`config.mk`:
```
export PLATFORM = sky130hd
export DESIGN_NAME = zat_top
export DESIGN_NICKNAME = d
export VERILOG_FILES = /design/src/verilog/zat_pkg.sv /design/src/verilog/zat_top.sv /design/src/verilog/zat_cfg_mem.sv
export SDC_FILE = /design/constraint.sdc
export NUM_CORES = 2
export LEC_CHECK = 0
export BUFFER_PORTS_ARGS = -buffer_cell sky130_fd_sc_hd__buf_2
export CORE_AREA = 4 4 349 437
export CTS_CLUSTER_SIZE = 16
export DETAILED_ROUTE_END_ITERATION = 7
export DIE_AREA = 0 0 353 441
export MAX_ROUTING_LAYER = met4
export SYNTH_ARGS = -nofsm -noshare
export SYNTH_HDL_FRONTEND = slang
export SYNTH_SLANG_ARGS = --single-unit
```
`constraint.sdc`:
```
create_clock -name I_CLOCK -period 24.3 [get_ports I_CLOCK]
set_clock_uncertainty 0.15 [all_clocks]
set_input_delay 3.645 -clock I_CLOCK [delete_from_list [all_inputs] [get_ports I_CLOCK]]
set_output_delay 3.645 -clock I_CLOCK [all_outputs]
set_load 0.1 [all_outputs]
```
`src/verilog/zat_pkg.sv`:
```
package zat_pkg;
  localparam int NZ = 8;
  localparam logic [7:0] A_CTRL = 8'h00;
  localparam logic [7:0] A_STAT = 8'h04;
  localparam logic [7:0] A_ICLR = 8'h08;
  localparam logic [7:0] A_IEN = 8'h0c;
  localparam logic [7:0] A_ZST = 8'h10;
  localparam logic [7:0] A_LOOP = 8'h14;
  localparam logic [7:0] A_ORDER = 8'h18;
  localparam logic [7:0] A_BRLO = 8'h1c;
  localparam logic [7:0] A_BRHI = 8'h20;
  localparam logic [7:0] A_CFG = 8'h40;
  localparam int C_PULSE = 0;
  localparam int C_PROP = 1;
  localparam int C_TIMED = 2;
  localparam int C_SEQ = 3;
  localparam int C_MIN = 4;
  localparam logic [7:0] CTRL_RST = 8'h10;
  localparam int F_ENTRY = 0;
  localparam int F_EXIT = 8;
  localparam int F_PROP = 16;
  localparam int F_OMIN = 24;
  localparam int F_OTYPE = 28;
  localparam int F_H24 = 31;
  localparam logic [2:0] OT_NONLATCH = 3'h1;
  localparam logic [23:0] ORDER_RST = 24'hfac688;
  localparam logic [63:0] BRIDGE_RST = 64'h8040201008040201;
  localparam int P_ZIN = 0;
  localparam int P_ZBTN = 8;
  localparam int P_TRB = 16;
  localparam int P_MARM = 24;
  localparam int P_ACK = 25;
  localparam int P_RSTB = 26;
  localparam int P_LAMP = 27;
  localparam int unsigned CLK_PERIOD_NS = 10;
  localparam int unsigned SEC_NS = 1000000000;
  localparam int unsigned SEC_CYCLES = SEC_NS / CLK_PERIOD_NS;
  localparam int SEC_PER_MIN = 60;
  localparam logic [5:0] MIN_SEC_LAST = 6'(SEC_PER_MIN - 1);
  typedef enum logic [2:0] {
    Z_IDLE = 3'h0,
    Z_PROP = 3'h1,
    Z_EXIT = 3'h2,
    Z_WATCH = 3'h3,
    Z_ENTRY = 3'h4,
    Z_ALARM = 3'h5
  } zat_zone_t;
endpackage

```
`src/verilog/zat_top.sv`:
```
// Local design decisions: the plain strobed port and the register offsets.
module zat_top
  import zat_pkg::*;
#(
  parameter int unsigned CYC_PER_SEC = SEC_CYCLES
) (
  input wire logic I_CLOCK,
  input wire logic I_RST,
  input wire logic [7:0] I_ADDR,
  input wire logic [31:0] I_WDATA,
  input wire logic I_WR,
  input wire logic I_RD,
  output logic [31:0] O_RDATA,
  input wire logic [7:0] I_ZONE_IN,
  input wire logic [7:0] I_ZONE_BTN,
  input wire logic [7:0] I_TROUBLE,
  input wire logic I_MASTER_ARM,
  input wire logic I_ACK,
  input wire logic I_RESET_BTN,
  input wire logic I_LAMP_TEST,
  output logic [7:0] O_RED_LED,
  output logic [7:0] O_GREEN_LED,
  output logic [7:0] O_YELLOW_LED,
  output logic O_SOUNDER,
  output logic O_COMMON_TIMED,
  output logic [7:0] O_ZONE_OUT,
  output logic O_IRQ
);
  typedef struct packed {
    logic [27:0] sy1;
    logic [27:0] sy2;
    logic [27:0] sy3;
    logic [31:0] pre;
    logic flash;
    logic [2:0] ptr;
    logic [2:0] slot;
    logic [NZ-1:0] zarm;
    logic [NZ-1:0] pend;
    logic [NZ-1:0] rstp;
    logic [NZ-1:0] acked;
    logic [NZ-1:0] olat;
    zat_zone_t [NZ-1:0] zst;
    logic [NZ-1:0][7:0] tmr;
    logic ct_on;
    logic [5:0] ct_sec;
    logic [3:0] ct_min;
    logic [2:0] lstep;
    logic [7:0] ctrl;
    logic [15:0] ist;
    logic [15:0] ien;
    logic [23:0] loopt;
    logic [23:0] order;
    logic [63:0] bridge;
    logic [31:0] rdata;
    logic rmem;
    logic [7:0] red;
    logic [7:0] grn;
    logic [7:0] yel;
    logic [7:0] zout;
    logic snd;
    logic com;
  } zat_st_t;

  function automatic zat_st_t rst_val();
    zat_st_t r;
    r = '0;
    r.ctrl = CTRL_RST;
    r.order = ORDER_RST;
    r.bridge = BRIDGE_RST;
    return r;
  endfunction

  function automatic logic cfg_hit(input logic [7:0] a);
    return a[7:5] == A_CFG[7:5];
  endfunction

  // a setting of zero minutes would wrap round and run for sixteen, so it runs as one
  function automatic logic [3:0] tmins(input logic [7:0] c);
    return (c[C_MIN +: 4] == 4'h0) ? 4'h1 : c[C_MIN +: 4];
  endfunction

  localparam zat_st_t ST_RST = rst_val();

  zat_st_t s_q;
  zat_st_t n;
  logic [27:0] pins;
  logic [27:0] rise;
  logic sec_tick;
  logic half_tick;
  logic mst;
  logic lamp;
  logic [2:0] z;
  logic [31:0] cfg;
  logic [31:0] mem_rd;
  logic [7:0] tz;
  logic [7:0] al;
  logic [7:0] act;
  logic [7:0] lmask;
  logic [2:0] lz;
  logic arm;
  logic zin;
  logic expired;
  logic to_arm;
  logic to_alarm;

  assign pins = {I_LAMP_TEST, I_RESET_BTN, I_ACK, I_MASTER_ARM,
                 I_TROUBLE, I_ZONE_BTN, I_ZONE_IN};

  zat_cfg_mem u_mem (
    .i_clk(I_CLOCK),
    .i_rst(I_RST),
    .i_we(I_WR && cfg_hit(I_ADDR)),
    .i_waddr(I_ADDR[4:2]),
    .i_wdata(I_WDATA),
    .i_raddr_a(I_ADDR[4:2]),
    .o_rdata_a(mem_rd),
    .i_raddr_b(s_q.ptr),
    .o_rdata_b(cfg)
  );

  always_comb begin
    n = s_q;
    to_arm = 1'b0;
    to_alarm = 1'b0;
    n.sy1 = pins;
    n.sy2 = s_q.sy1;
    n.sy3 = s_q.sy2;
    rise = s_q.sy2 & ~s_q.sy3;
    mst = s_q.sy2[P_MARM];
    lamp = s_q.sy2[P_LAMP];
    for (int i = 0; i < NZ; i++) begin
      al[i] = (s_q.zst[i] == Z_ALARM);
      act[i] = al[i] & (s_q.olat[i] | s_q.sy2[P_ZIN + i]);
    end
    // seconds prescaler; flash phase flips every half second
    sec_tick = (s_q.pre == CYC_PER_SEC - 32'd1);
    half_tick = (s_q.pre == CYC_PER_SEC / 32'd2 - 32'd1);
    n.pre = sec_tick ? 32'h0 : s_q.pre + 32'd1;
    if (sec_tick || half_tick) begin
      n.flash = ~s_q.flash;
    end
    // bus slave; clear applies before this cycle's events so sets win
    n.rdata = '0;
    n.rmem = 1'b0;
    if (I_WR) begin
      case (I_ADDR)
        A_CTRL: n.ctrl = I_WDATA[7:0];
        A_ICLR: n.ist = s_q.ist & ~I_WDATA[15:0];
        A_IEN: n.ien = I_WDATA[15:0];
        A_LOOP: n.loopt = I_WDATA[23:0];
        A_ORDER: n.order = I_WDATA[23:0];
        A_BRLO: n.bridge[31:0] = I_WDATA;
        A_BRHI: n.bridge[63:32] = I_WDATA;
        default: ;
      endcase
    end
    if (I_RD) begin
      if (cfg_hit(I_ADDR)) begin
        n.rmem = 1'b1;
      end else begin
        case (I_ADDR)
          A_CTRL: n.rdata = {24'h0, s_q.ctrl};
          A_STAT: n.rdata = {16'h0, s_q.ist};
          A_IEN: n.rdata = {16'h0, s_q.ien};
          A_ZST: n.rdata = {14'h0, s_q.com, s_q.snd,
                            s_q.zarm & {NZ{mst}}, al};
          A_LOOP: n.rdata = {8'h0, s_q.loopt};
          A_ORDER: n.rdata = {8'h0, s_q.order};
          A_BRLO: n.rdata = s_q.bridge[31:0];
          A_BRHI: n.rdata = s_q.bridge[63:32];
          default: n.rdata = '0;
        endcase
      end
    end
    // arming controls
    n.zarm = s_q.zarm ^ rise[P_ZBTN +: NZ];
    if (rise[P_MARM]) begin
      n.zarm = '1;
    end
    if (rise[P_ACK]) begin
      n.acked = '1;
    end
    // common timed output countdown, one minute per sixty second ticks
    if (s_q.ct_on && sec_tick) begin
      if (s_q.ct_sec == MIN_SEC_LAST) begin
        n.ct_sec = 6'h0;
        n.ct_min = s_q.ct_min - 4'h1;
        if (s_q.ct_min == 4'h1) begin
          n.ct_on = 1'b0;
        end
      end else begin
        n.ct_sec = s_q.ct_sec + 6'h01;
      end
    end
    // zone scan: one zone per cycle, config arrives a cycle after ptr
    n.ptr = s_q.ptr + 3'h1;
    n.slot = s_q.ptr;
    z = s_q.slot;
    zin = s_q.sy2[P_ZIN + z];
    arm = mst & (s_q.zarm[z] | cfg[F_H24]);
    tz = s_q.tmr[z];
    if (s_q.pend[z] && tz != 8'h00) begin
      tz = s_q.tmr[z] - 8'h01;
    end
    expired = (tz == 8'h00);
    n.tmr[z] = tz;
    n.pend[z] = 1'b0;
    n.rstp[z] = 1'b0;
    n.olat[z] = (cfg[F_OTYPE +: 3] != OT_NONLATCH);
    unique case (s_q.zst[z])
      Z_IDLE: begin
        if (arm) begin
          to_arm = 1'b1;
        end else if (mst && zin) begin
          if (s_q.ctrl[C_PROP] && cfg[F_PROP +: 8] != 8'h00) begin
            n.zst[z] = Z_PROP;
            n.tmr[z] = cfg[F_PROP +: 8];
            n.pend[z] = 1'b0;
          end else begin
            to_alarm = 1'b1;
          end
        end
      end
      Z_PROP: begin
        if (arm) begin
          to_arm = 1'b1;
        end else if (!mst || !zin) begin
          n.zst[z] = Z_IDLE;
        end else if (expired) begin
          to_alarm = 1'b1;
        end
      end
      Z_EXIT: begin
        if (!arm) begin
          n.zst[z] = Z_IDLE;
        end else if (expired) begin
          n.zst[z] = Z_WATCH;
        end
      end
      Z_WATCH: begin
        if (!arm) begin
          n.zst[z] = Z_IDLE;
        end else if (zin) begin
          if (cfg[F_ENTRY +: 8] != 8'h00) begin
            n.zst[z] = Z_ENTRY;
            n.tmr[z] = cfg[F_ENTRY +: 8];
            n.pend[z] = 1'b0;
          end else begin
            to_alarm = 1'b1;
          end
        end
      end
      Z_ENTRY: begin
        if (!arm) begin
          n.zst[z] = Z_IDLE;
        end else if (expired) begin
          to_alarm = 1'b1;
        end
      end
      Z_ALARM: begin
        // reset only clears a zone whose loop has restored
        if (s_q.rstp[z] && !zin) begin
          n.zst[z] = arm ? Z_WATCH : Z_IDLE;
        end
      end
      default: n.zst[z] = Z_IDLE;
    endcase
    if (to_arm) begin
      if (cfg[F_EXIT +: 8] != 8'h00) begin
        n.zst[z] = Z_EXIT;
        n.tmr[z] = cfg[F_EXIT +: 8];
        n.pend[z] = 1'b0;
      end else begin
        n.zst[z] = Z_WATCH;
      end
    end
    if (to_alarm) begin
      n.zst[z] = Z_ALARM;
      n.acked[z] = 1'b0;
      n.ist[z] = 1'b1;
      n.ct_on = 1'b1;
      n.ct_sec = 6'h0;
      n.ct_min = tmins(s_q.ctrl);
    end
    if (sec_tick) begin
      n.pend = '1;
    end
    if (rise[P_RSTB]) begin
      n.rstp = '1;
    end
    n.ist[15:8] = n.ist[15:8] | rise[P_TRB +: NZ];
    // lamp test sequencer, one zone per second in programmed order
    if (!lamp) begin
      n.lstep = 3'h0;
    end else if (sec_tick && s_q.ctrl[C_SEQ]) begin
      n.lstep = s_q.lstep + 3'h1;
    end
    lz = s_q.order[3 * s_q.lstep +: 3];
    lmask = s_q.ctrl[C_SEQ] ? (8'h01 << lz) : 8'hff;
    // registered outputs
    n.red = lamp ? lmask : al & (s_q.acked | {NZ{s_q.flash}});
    n.grn = lamp ? lmask : s_q.sy2[P_ZIN +: NZ];
    n.yel = lamp ? lmask : ~(s_q.zarm & {NZ{mst}});
    n.snd = lamp | ((|(al & ~s_q.acked)) &
                    (~s_q.ctrl[C_PULSE] | s_q.flash));
    n.com = s_q.ctrl[C_TIMED] ? s_q.ct_on : |al;
    n.zout = '0;
    for (int i = 0; i < NZ; i++) begin
      for (int j = 0; j < NZ; j++) begin
        if (s_q.bridge[i * NZ + j] && act[i]) begin
          n.zout[j] = 1'b1;
        end
      end
    end
  end

  always_ff @(posedge I_CLOCK or posedge I_RST) begin
    if (I_RST) begin
      s_q <= ST_RST;
    end else begin
      s_q <= n;
    end
  end

  assign O_RDATA = s_q.rmem ? mem_rd : s_q.rdata;
  assign O_RED_LED = s_q.red;
  assign O_GREEN_LED = s_q.grn;
  assign O_YELLOW_LED = s_q.yel;
  assign O_SOUNDER = s_q.snd;
  assign O_COMMON_TIMED = s_q.com;
  assign O_ZONE_OUT = s_q.zout;
  assign O_IRQ = |(s_q.ist & s_q.ien);
endmodule // zat_top

```
`src/verilog/zat_cfg_mem.sv`:
```
module zat_cfg_mem
  import zat_pkg::*;
(
  input wire logic i_clk,
  input wire logic i_rst,
  input wire logic i_we,
  input wire logic [2:0] i_waddr,
  input wire logic [31:0] i_wdata,
  input wire logic [2:0] i_raddr_a,
  output logic [31:0] o_rdata_a,
  input wire logic [2:0] i_raddr_b,
  output logic [31:0] o_rdata_b
);
  typedef struct packed {
    logic [NZ-1:0][31:0] mem;
    logic [31:0] ra;
    logic [31:0] rb;
  } zat_mem_st_t;
  zat_mem_st_t m_q;
  zat_mem_st_t m_d;

  // port b feeds the zone scan, port a the bus readback
  always_comb begin
    m_d = m_q;
    if (i_we) begin
      m_d.mem[i_waddr] = i_wdata;
    end
    m_d.ra = m_q.mem[i_raddr_a];
    m_d.rb = m_q.mem[i_raddr_b];
  end

  always_ff @(posedge i_clk or posedge i_rst) begin
    if (i_rst) begin
      m_q <= '0;
    end else begin
      m_q <= m_d;
    end
  end

  assign o_rdata_a = m_q.ra;
  assign o_rdata_b = m_q.rb;
endmodule // zat_cfg_mem

```
Word level (Yosys, flattened, before mapping)

Cells that the tools add are included.

$add $sub $neg: 6
Multipliers: 1
Divide/modulo/power cells: 0
Magnitude comparators: 7
Equal/unequal tests: 28
Shift-type cells: 2
Muxes and demuxes: 173
Bitwise operators: 62
Reduce and logical (&&, ||, !) cells: 101

Operators by type and width:

| operator                | count |
|---|---|
| $mux W88                | 6 |
| $mux W24                | 11 |
| $bwmux W256             | 1 |
| $bwmux W64              | 4 |
| $mux W32                | 8 |
| $pmux W32 S8            | 1 |
| $bmux W32 S3            | 2 |
| $mux W8                 | 20 |
| $mux W144               | 1 |
| $pmux W24 S6            | 1 |
| $mux W64                | 2 |
| $pmux W64 S2            | 1 |
| $demux W32 S3           | 1 |
| $and A8 B8 Y8           | 11 |
| $mux W1                 | 86 |
| $and A16 B16 Y16        | 5 |
| $logic_and A1 B1 Y1     | 74 |
| $not A16 Y16            | 4 |
| $mux W16                | 3 |
| $or A16 B16 Y16         | 3 |
| $not A8 Y8              | 5 |
| $or A8 B8 Y8            | 5 |
| $mux W33                | 1 |
| $add A32 B1 Y32 const B | 1 |
| 60 further kinds        | 123 |

Flip-flop bits (word level): 803
Latch bits: 0
RAM bits: 0
Memory bits (read-only): 0
Output and inout bits: 67
Logic and storage cells: 437
Memories kept: 0

Longest topological paths before layout

Depth in word-level cells: 16
Gate-level depth with buffers: 19
Gate-level depth less buffers: 12

By module

Synthesis repeated with hierarchy kept, for this count alone.

Cells, all modules: 3026
Area total of the unflattened synthesis: 38742.2 um2

Modules (own cells, without submodules):

| module      | instances | cells each | area each (um2) | sequential area each (um2) |
|---|---|---|---|---|
| zat_top     | 1         | 2118       | 22869.4         | 11912.7 |
| zat_cfg_mem | 1         | 908        | 15872.7         | 8007.7 |

Worst setup path before layout

Ideal clock, no wire load.

Path type: input to register
From: in I_ADDR[1]
To: reg s_q[179] (netlist bit)
Arrival time: 5872 ps
Path slack: 18153 ps
Stages: 6
Buffers on the path: 2
Path through: or4_1 > clkbuf_1 > nor4_1 > nand2_1 > clkbuf_1 > mux2_2

Longest elaborated chain between the ends: 2

RTL lines:

| what                        | line           | text |
|---|---|---|
| start: declaration          | zat_top.sv:9   | `input wire logic [7:0] I_ADDR,` |
| $eq A8 B4 Y1                | zat_top.sv:146 | `case (I_ADDR)` |
| $reduce_and A2 Y1 (no line) | --             |  |
| end signal: assignment      | zat_top.sv:321 | `s_q <= n;` |
| end: declaration            | zat_top.sv:84  | `zat_st_t s_q;` |

Every way passes these cells.
A chain may end at the register's enable or synchronous reset.

==> impl_metrics.ini <==
[sta]
rsz0062_at_grt = false
period_needed_ns = 7.04
fin_setup_tns_ns = 0
slew_headroom_pct = 14.5
finalMaxSlewViolations = 0
hold_violations = 0
period_share_pct = 29.0
worst_pin_slew_ns = 1.27
max_freq_mhz = 142
setup_violations = 0

[critical_path]
path_common_cell = buf_4
critPathMaxFanout = 80
r2r_cells = 12
worstPathRequired_ns = 24.65
crit_arrival_ns = 7.39
critical_path_class = input port to async pin
cpLargestDelayFamily = buffers and inverters
crit_path_cell_trace = buf_2 -> clkinvlp_4 -> buf_4 -> buf_4 -> buf_4 -> buf_4
rrSetupSlack_ns = 19.22
r2r-end = s_q[319]
crit_buf_inv = 6
max_stage_delay_ns = 0.90
cp-start-kind = input port
r2r-start = z[1]
worstSetupEndpointType = async pin
critPathSlowestCell = buf_4

[finish]
nets = 3017
fin_area_mm2 = 0.0425
seq_area_mm2 = 0.0198
syn_to_final_growth_pct = 15.1
drive_gt1_share_pct = 35.1
multi_input_area_mm2 = 0.0159
nFillCells = 14900
fin_util_pct = 28.7

[global_routing]
grt_pass1_vias = 25500
grt_antenna_before_repair = 14
grt_pass1_wl_um = 178000
grt_max_degree = 81
grt.total_usage_pct = 15.7
grt-ovfl-total = 0

[power]
pwr-share-comb_pct = 14.9
switchingPower_mw = 0.989
finalPower_mw = 3.52
p_seq_share_pct = 45.2
power_density_mw_per_mm2 = 82.8
clkPwrFrac_pct = 40.0
vdd_ir_drop_max_mv = 0.0497
switching_share_pct = 28.1
p_int_mw = 2.53
p_leak_nw = 18.6

[clock_network]
tritoncts = done
clock-sinks = 791
clk_pin_slew_worst_paths_ns = 0.06
cts_root_buf = clkbuf_16
hold_buffers = 0
postCtsSetupBuffers = 0
clock_latency_ns = 0.66
numCtsBuffers = 86
cts_buffer_depth = 3
cts-resized-gates = 0
cts_max_level = 3

[routing]
drc_errors = 0
drt-initial-drc-count = 2405
via_per_inst = 5.13
antenna_left = 0
routed_wl_um = 121000
wire_per_inst_um = 24.4
first_pass_iters = 6
via_count = 25300

[die]
core_region_area_mm2 = 0.148
row_count = 158
start_util_pct = 24.9
die_w_um = 353
num_io_pins = 139
die-area_mm2 = 0.156
dieHeight_um = 441

[flow_run]
drv_cap = 0

[synthesis]
synth_ff_type = dfrtp_1
syn_avg_cell_area_um2 = 12.8
ys_ff_latch = 791
synth_nets = 2972
netlist_area_mm2 = 0.0369
synth-async-reset-ratio_pct = 100
ys.warnings.count = 0
ys_types = 86
ys_seq_area_share_pct = 53.7
syn_inst = 2893
synth_edf_count = 0

[min_path]
hold_path_end = n[408]
hold_depth = 0
hp-class = flop to flop
hp-start = n[436]

[placement]
place_congestion = 0.968
dp_hpwl_um = 83900
numPortBuffers = 138
placed_area_mm2 = 0.0394

[status]
status = complete, no violations
-- power groups by stage --
stage                     sequential, mW  combinational (mW)  clock, mW
after detailed placement            1.61               0.519          0
after global routing                1.60               0.567       1.49
final                               1.59               0.523       1.41
after CTS                           1.59               0.522       1.44
after global placement              1.60               0.511          0
after floorplan                     1.56               0.397          0
-- synthesized netlist by cell type, types with 17 or more instances --
master,number,share of area [%]
a221oi_1,25,0.59
mux2i_1,28,0.76
a31oi_1,20,0.34
a211oi_1,17,0.35
mux4_2,142,8.7
o31ai_1,23,0.47
dfstp_2,21,1.5
and3_1,21,0.36
a21oi_1,54,0.73
clkbuf_1,134,1.4
buf_1,46,0.47
xnor2_1,32,0.76
a22oi_1,78,1.6
buf_4,39,0.79
mux2_2,494,15
inv_1,31,0.32
o22ai_1,23,0.39
dfrtp_1,770,52
o21ai_0,154,2.1
nand3_1,50,0.68
a21o_1,17,0.35
xor2_1,17,0.40
nand2_1,251,2.6
nor2_1,121,1.2
nor3_1,30,0.41
-- worst reg2reg max path, cell delays in order (launching register included) --
cell and delay, ns:
dfrtp_1 0.32, buf_4 0.46, mux4_2 0.62, mux2i_1 0.56, ha_1 0.48, nand4_1 0.26
o31ai_4 0.42, or3_1 0.23, o211ai_4 0.12, o41ai_4 0.29, buf_4 0.38, nand2_1 0.38
and2_1 0.30
-- registers in the layout (all words and copies together), names as in the netlist, 8 cells and up --
signal,count
s_q,379
u_mem.o_rdata_a,32
u_mem.m_q,256
O_YELLOW_LED,8
u_mem.o_rdata_b,28
O_ZONE_OUT,8
O_RED_LED,8
O_GREEN_LED,8
n,57
-- layout by cell type, fill, tap and decap left out, types with 49 or more instances in the layout --
master and count:
dfrtp_1 766, a21oi_1 53, a22oi_1 78, mux2_2 494, nor2_1 117, nand3_1 49
clkbuf_16 86, buf_4 58, buf_2 136, mux4_2 142, o21ai_0 152, nand2_1 250
-- stage by stage --
step | hold slack [ns] | setup WS (ns) | instances
finish | 0.193 | 17.26 | 4937
global route | 0.207 | 16.59 | 4933
CTS | 0.195 | 17.08 | 4929
detailed placement | 0.185 | 16.38 | 4770
global placement | 0.185 | 16.41 | 4770
floorplan | 0.181 | 9.67 | 2893
-- routing by layer --
layer | up-vias | part of all wire (%) | GRT usage [%]
met2 | 994 | 48 | 25.6
li1 | 10800 | - | -
met1 | 13300 | 42 | 19.7
met3 | 261 | 5.8 | 2.35
met4 | 0 | 4.4 | 6.17
met5 | - | 0 | -
-- cell families (layout without fill, tap and decap cells) --
logic type / after synthesis / in the layout / synth area share [%]
compound gates: 508 / 508 / 9.26
xor+xnor: 49 / 49 / 1.16
fa+ha+maj: 8 / 8 / 0.264
buf+inv: 269 / 385 / 3.31
flops: 791 / 791 / 53.7
mux: 666 / 666 / 24.6
other cells: 0 / 8 / 0
simple gates: 602 / 602 / 7.75
-- cell type report --
| type | count | share of cell area, % |
|---|---|---|
| diodes | 8 | 0.0471 |
| clock buffers | 115 | 5.74 |
| clock inverters | 44 | 1.45 |
| inverters | 32 | 0.291 |
| multi-input cells | 1833 | 37.5 |
| flip-flops and latches | 791 | 46.7 |
| well taps | 1920 | 5.65 |
| repair buffers | 194 | 2.63 |
-- how the worst max path moves through the flow --
stage	end	slack [ns]	from	cells after the start
after floorplan	O_COMMON_TIMED	9.67	I_RST	1
after global placement	n[361]	16.41	I_RST	6
after detailed placement	n[361]	16.38	I_RST	6
after CTS	n[361]	17.08	I_RST	6
after global routing	n[361]	16.59	I_RST	6
final	n[361]	17.26	I_RST	6
(Power assumes the default switching activity.)
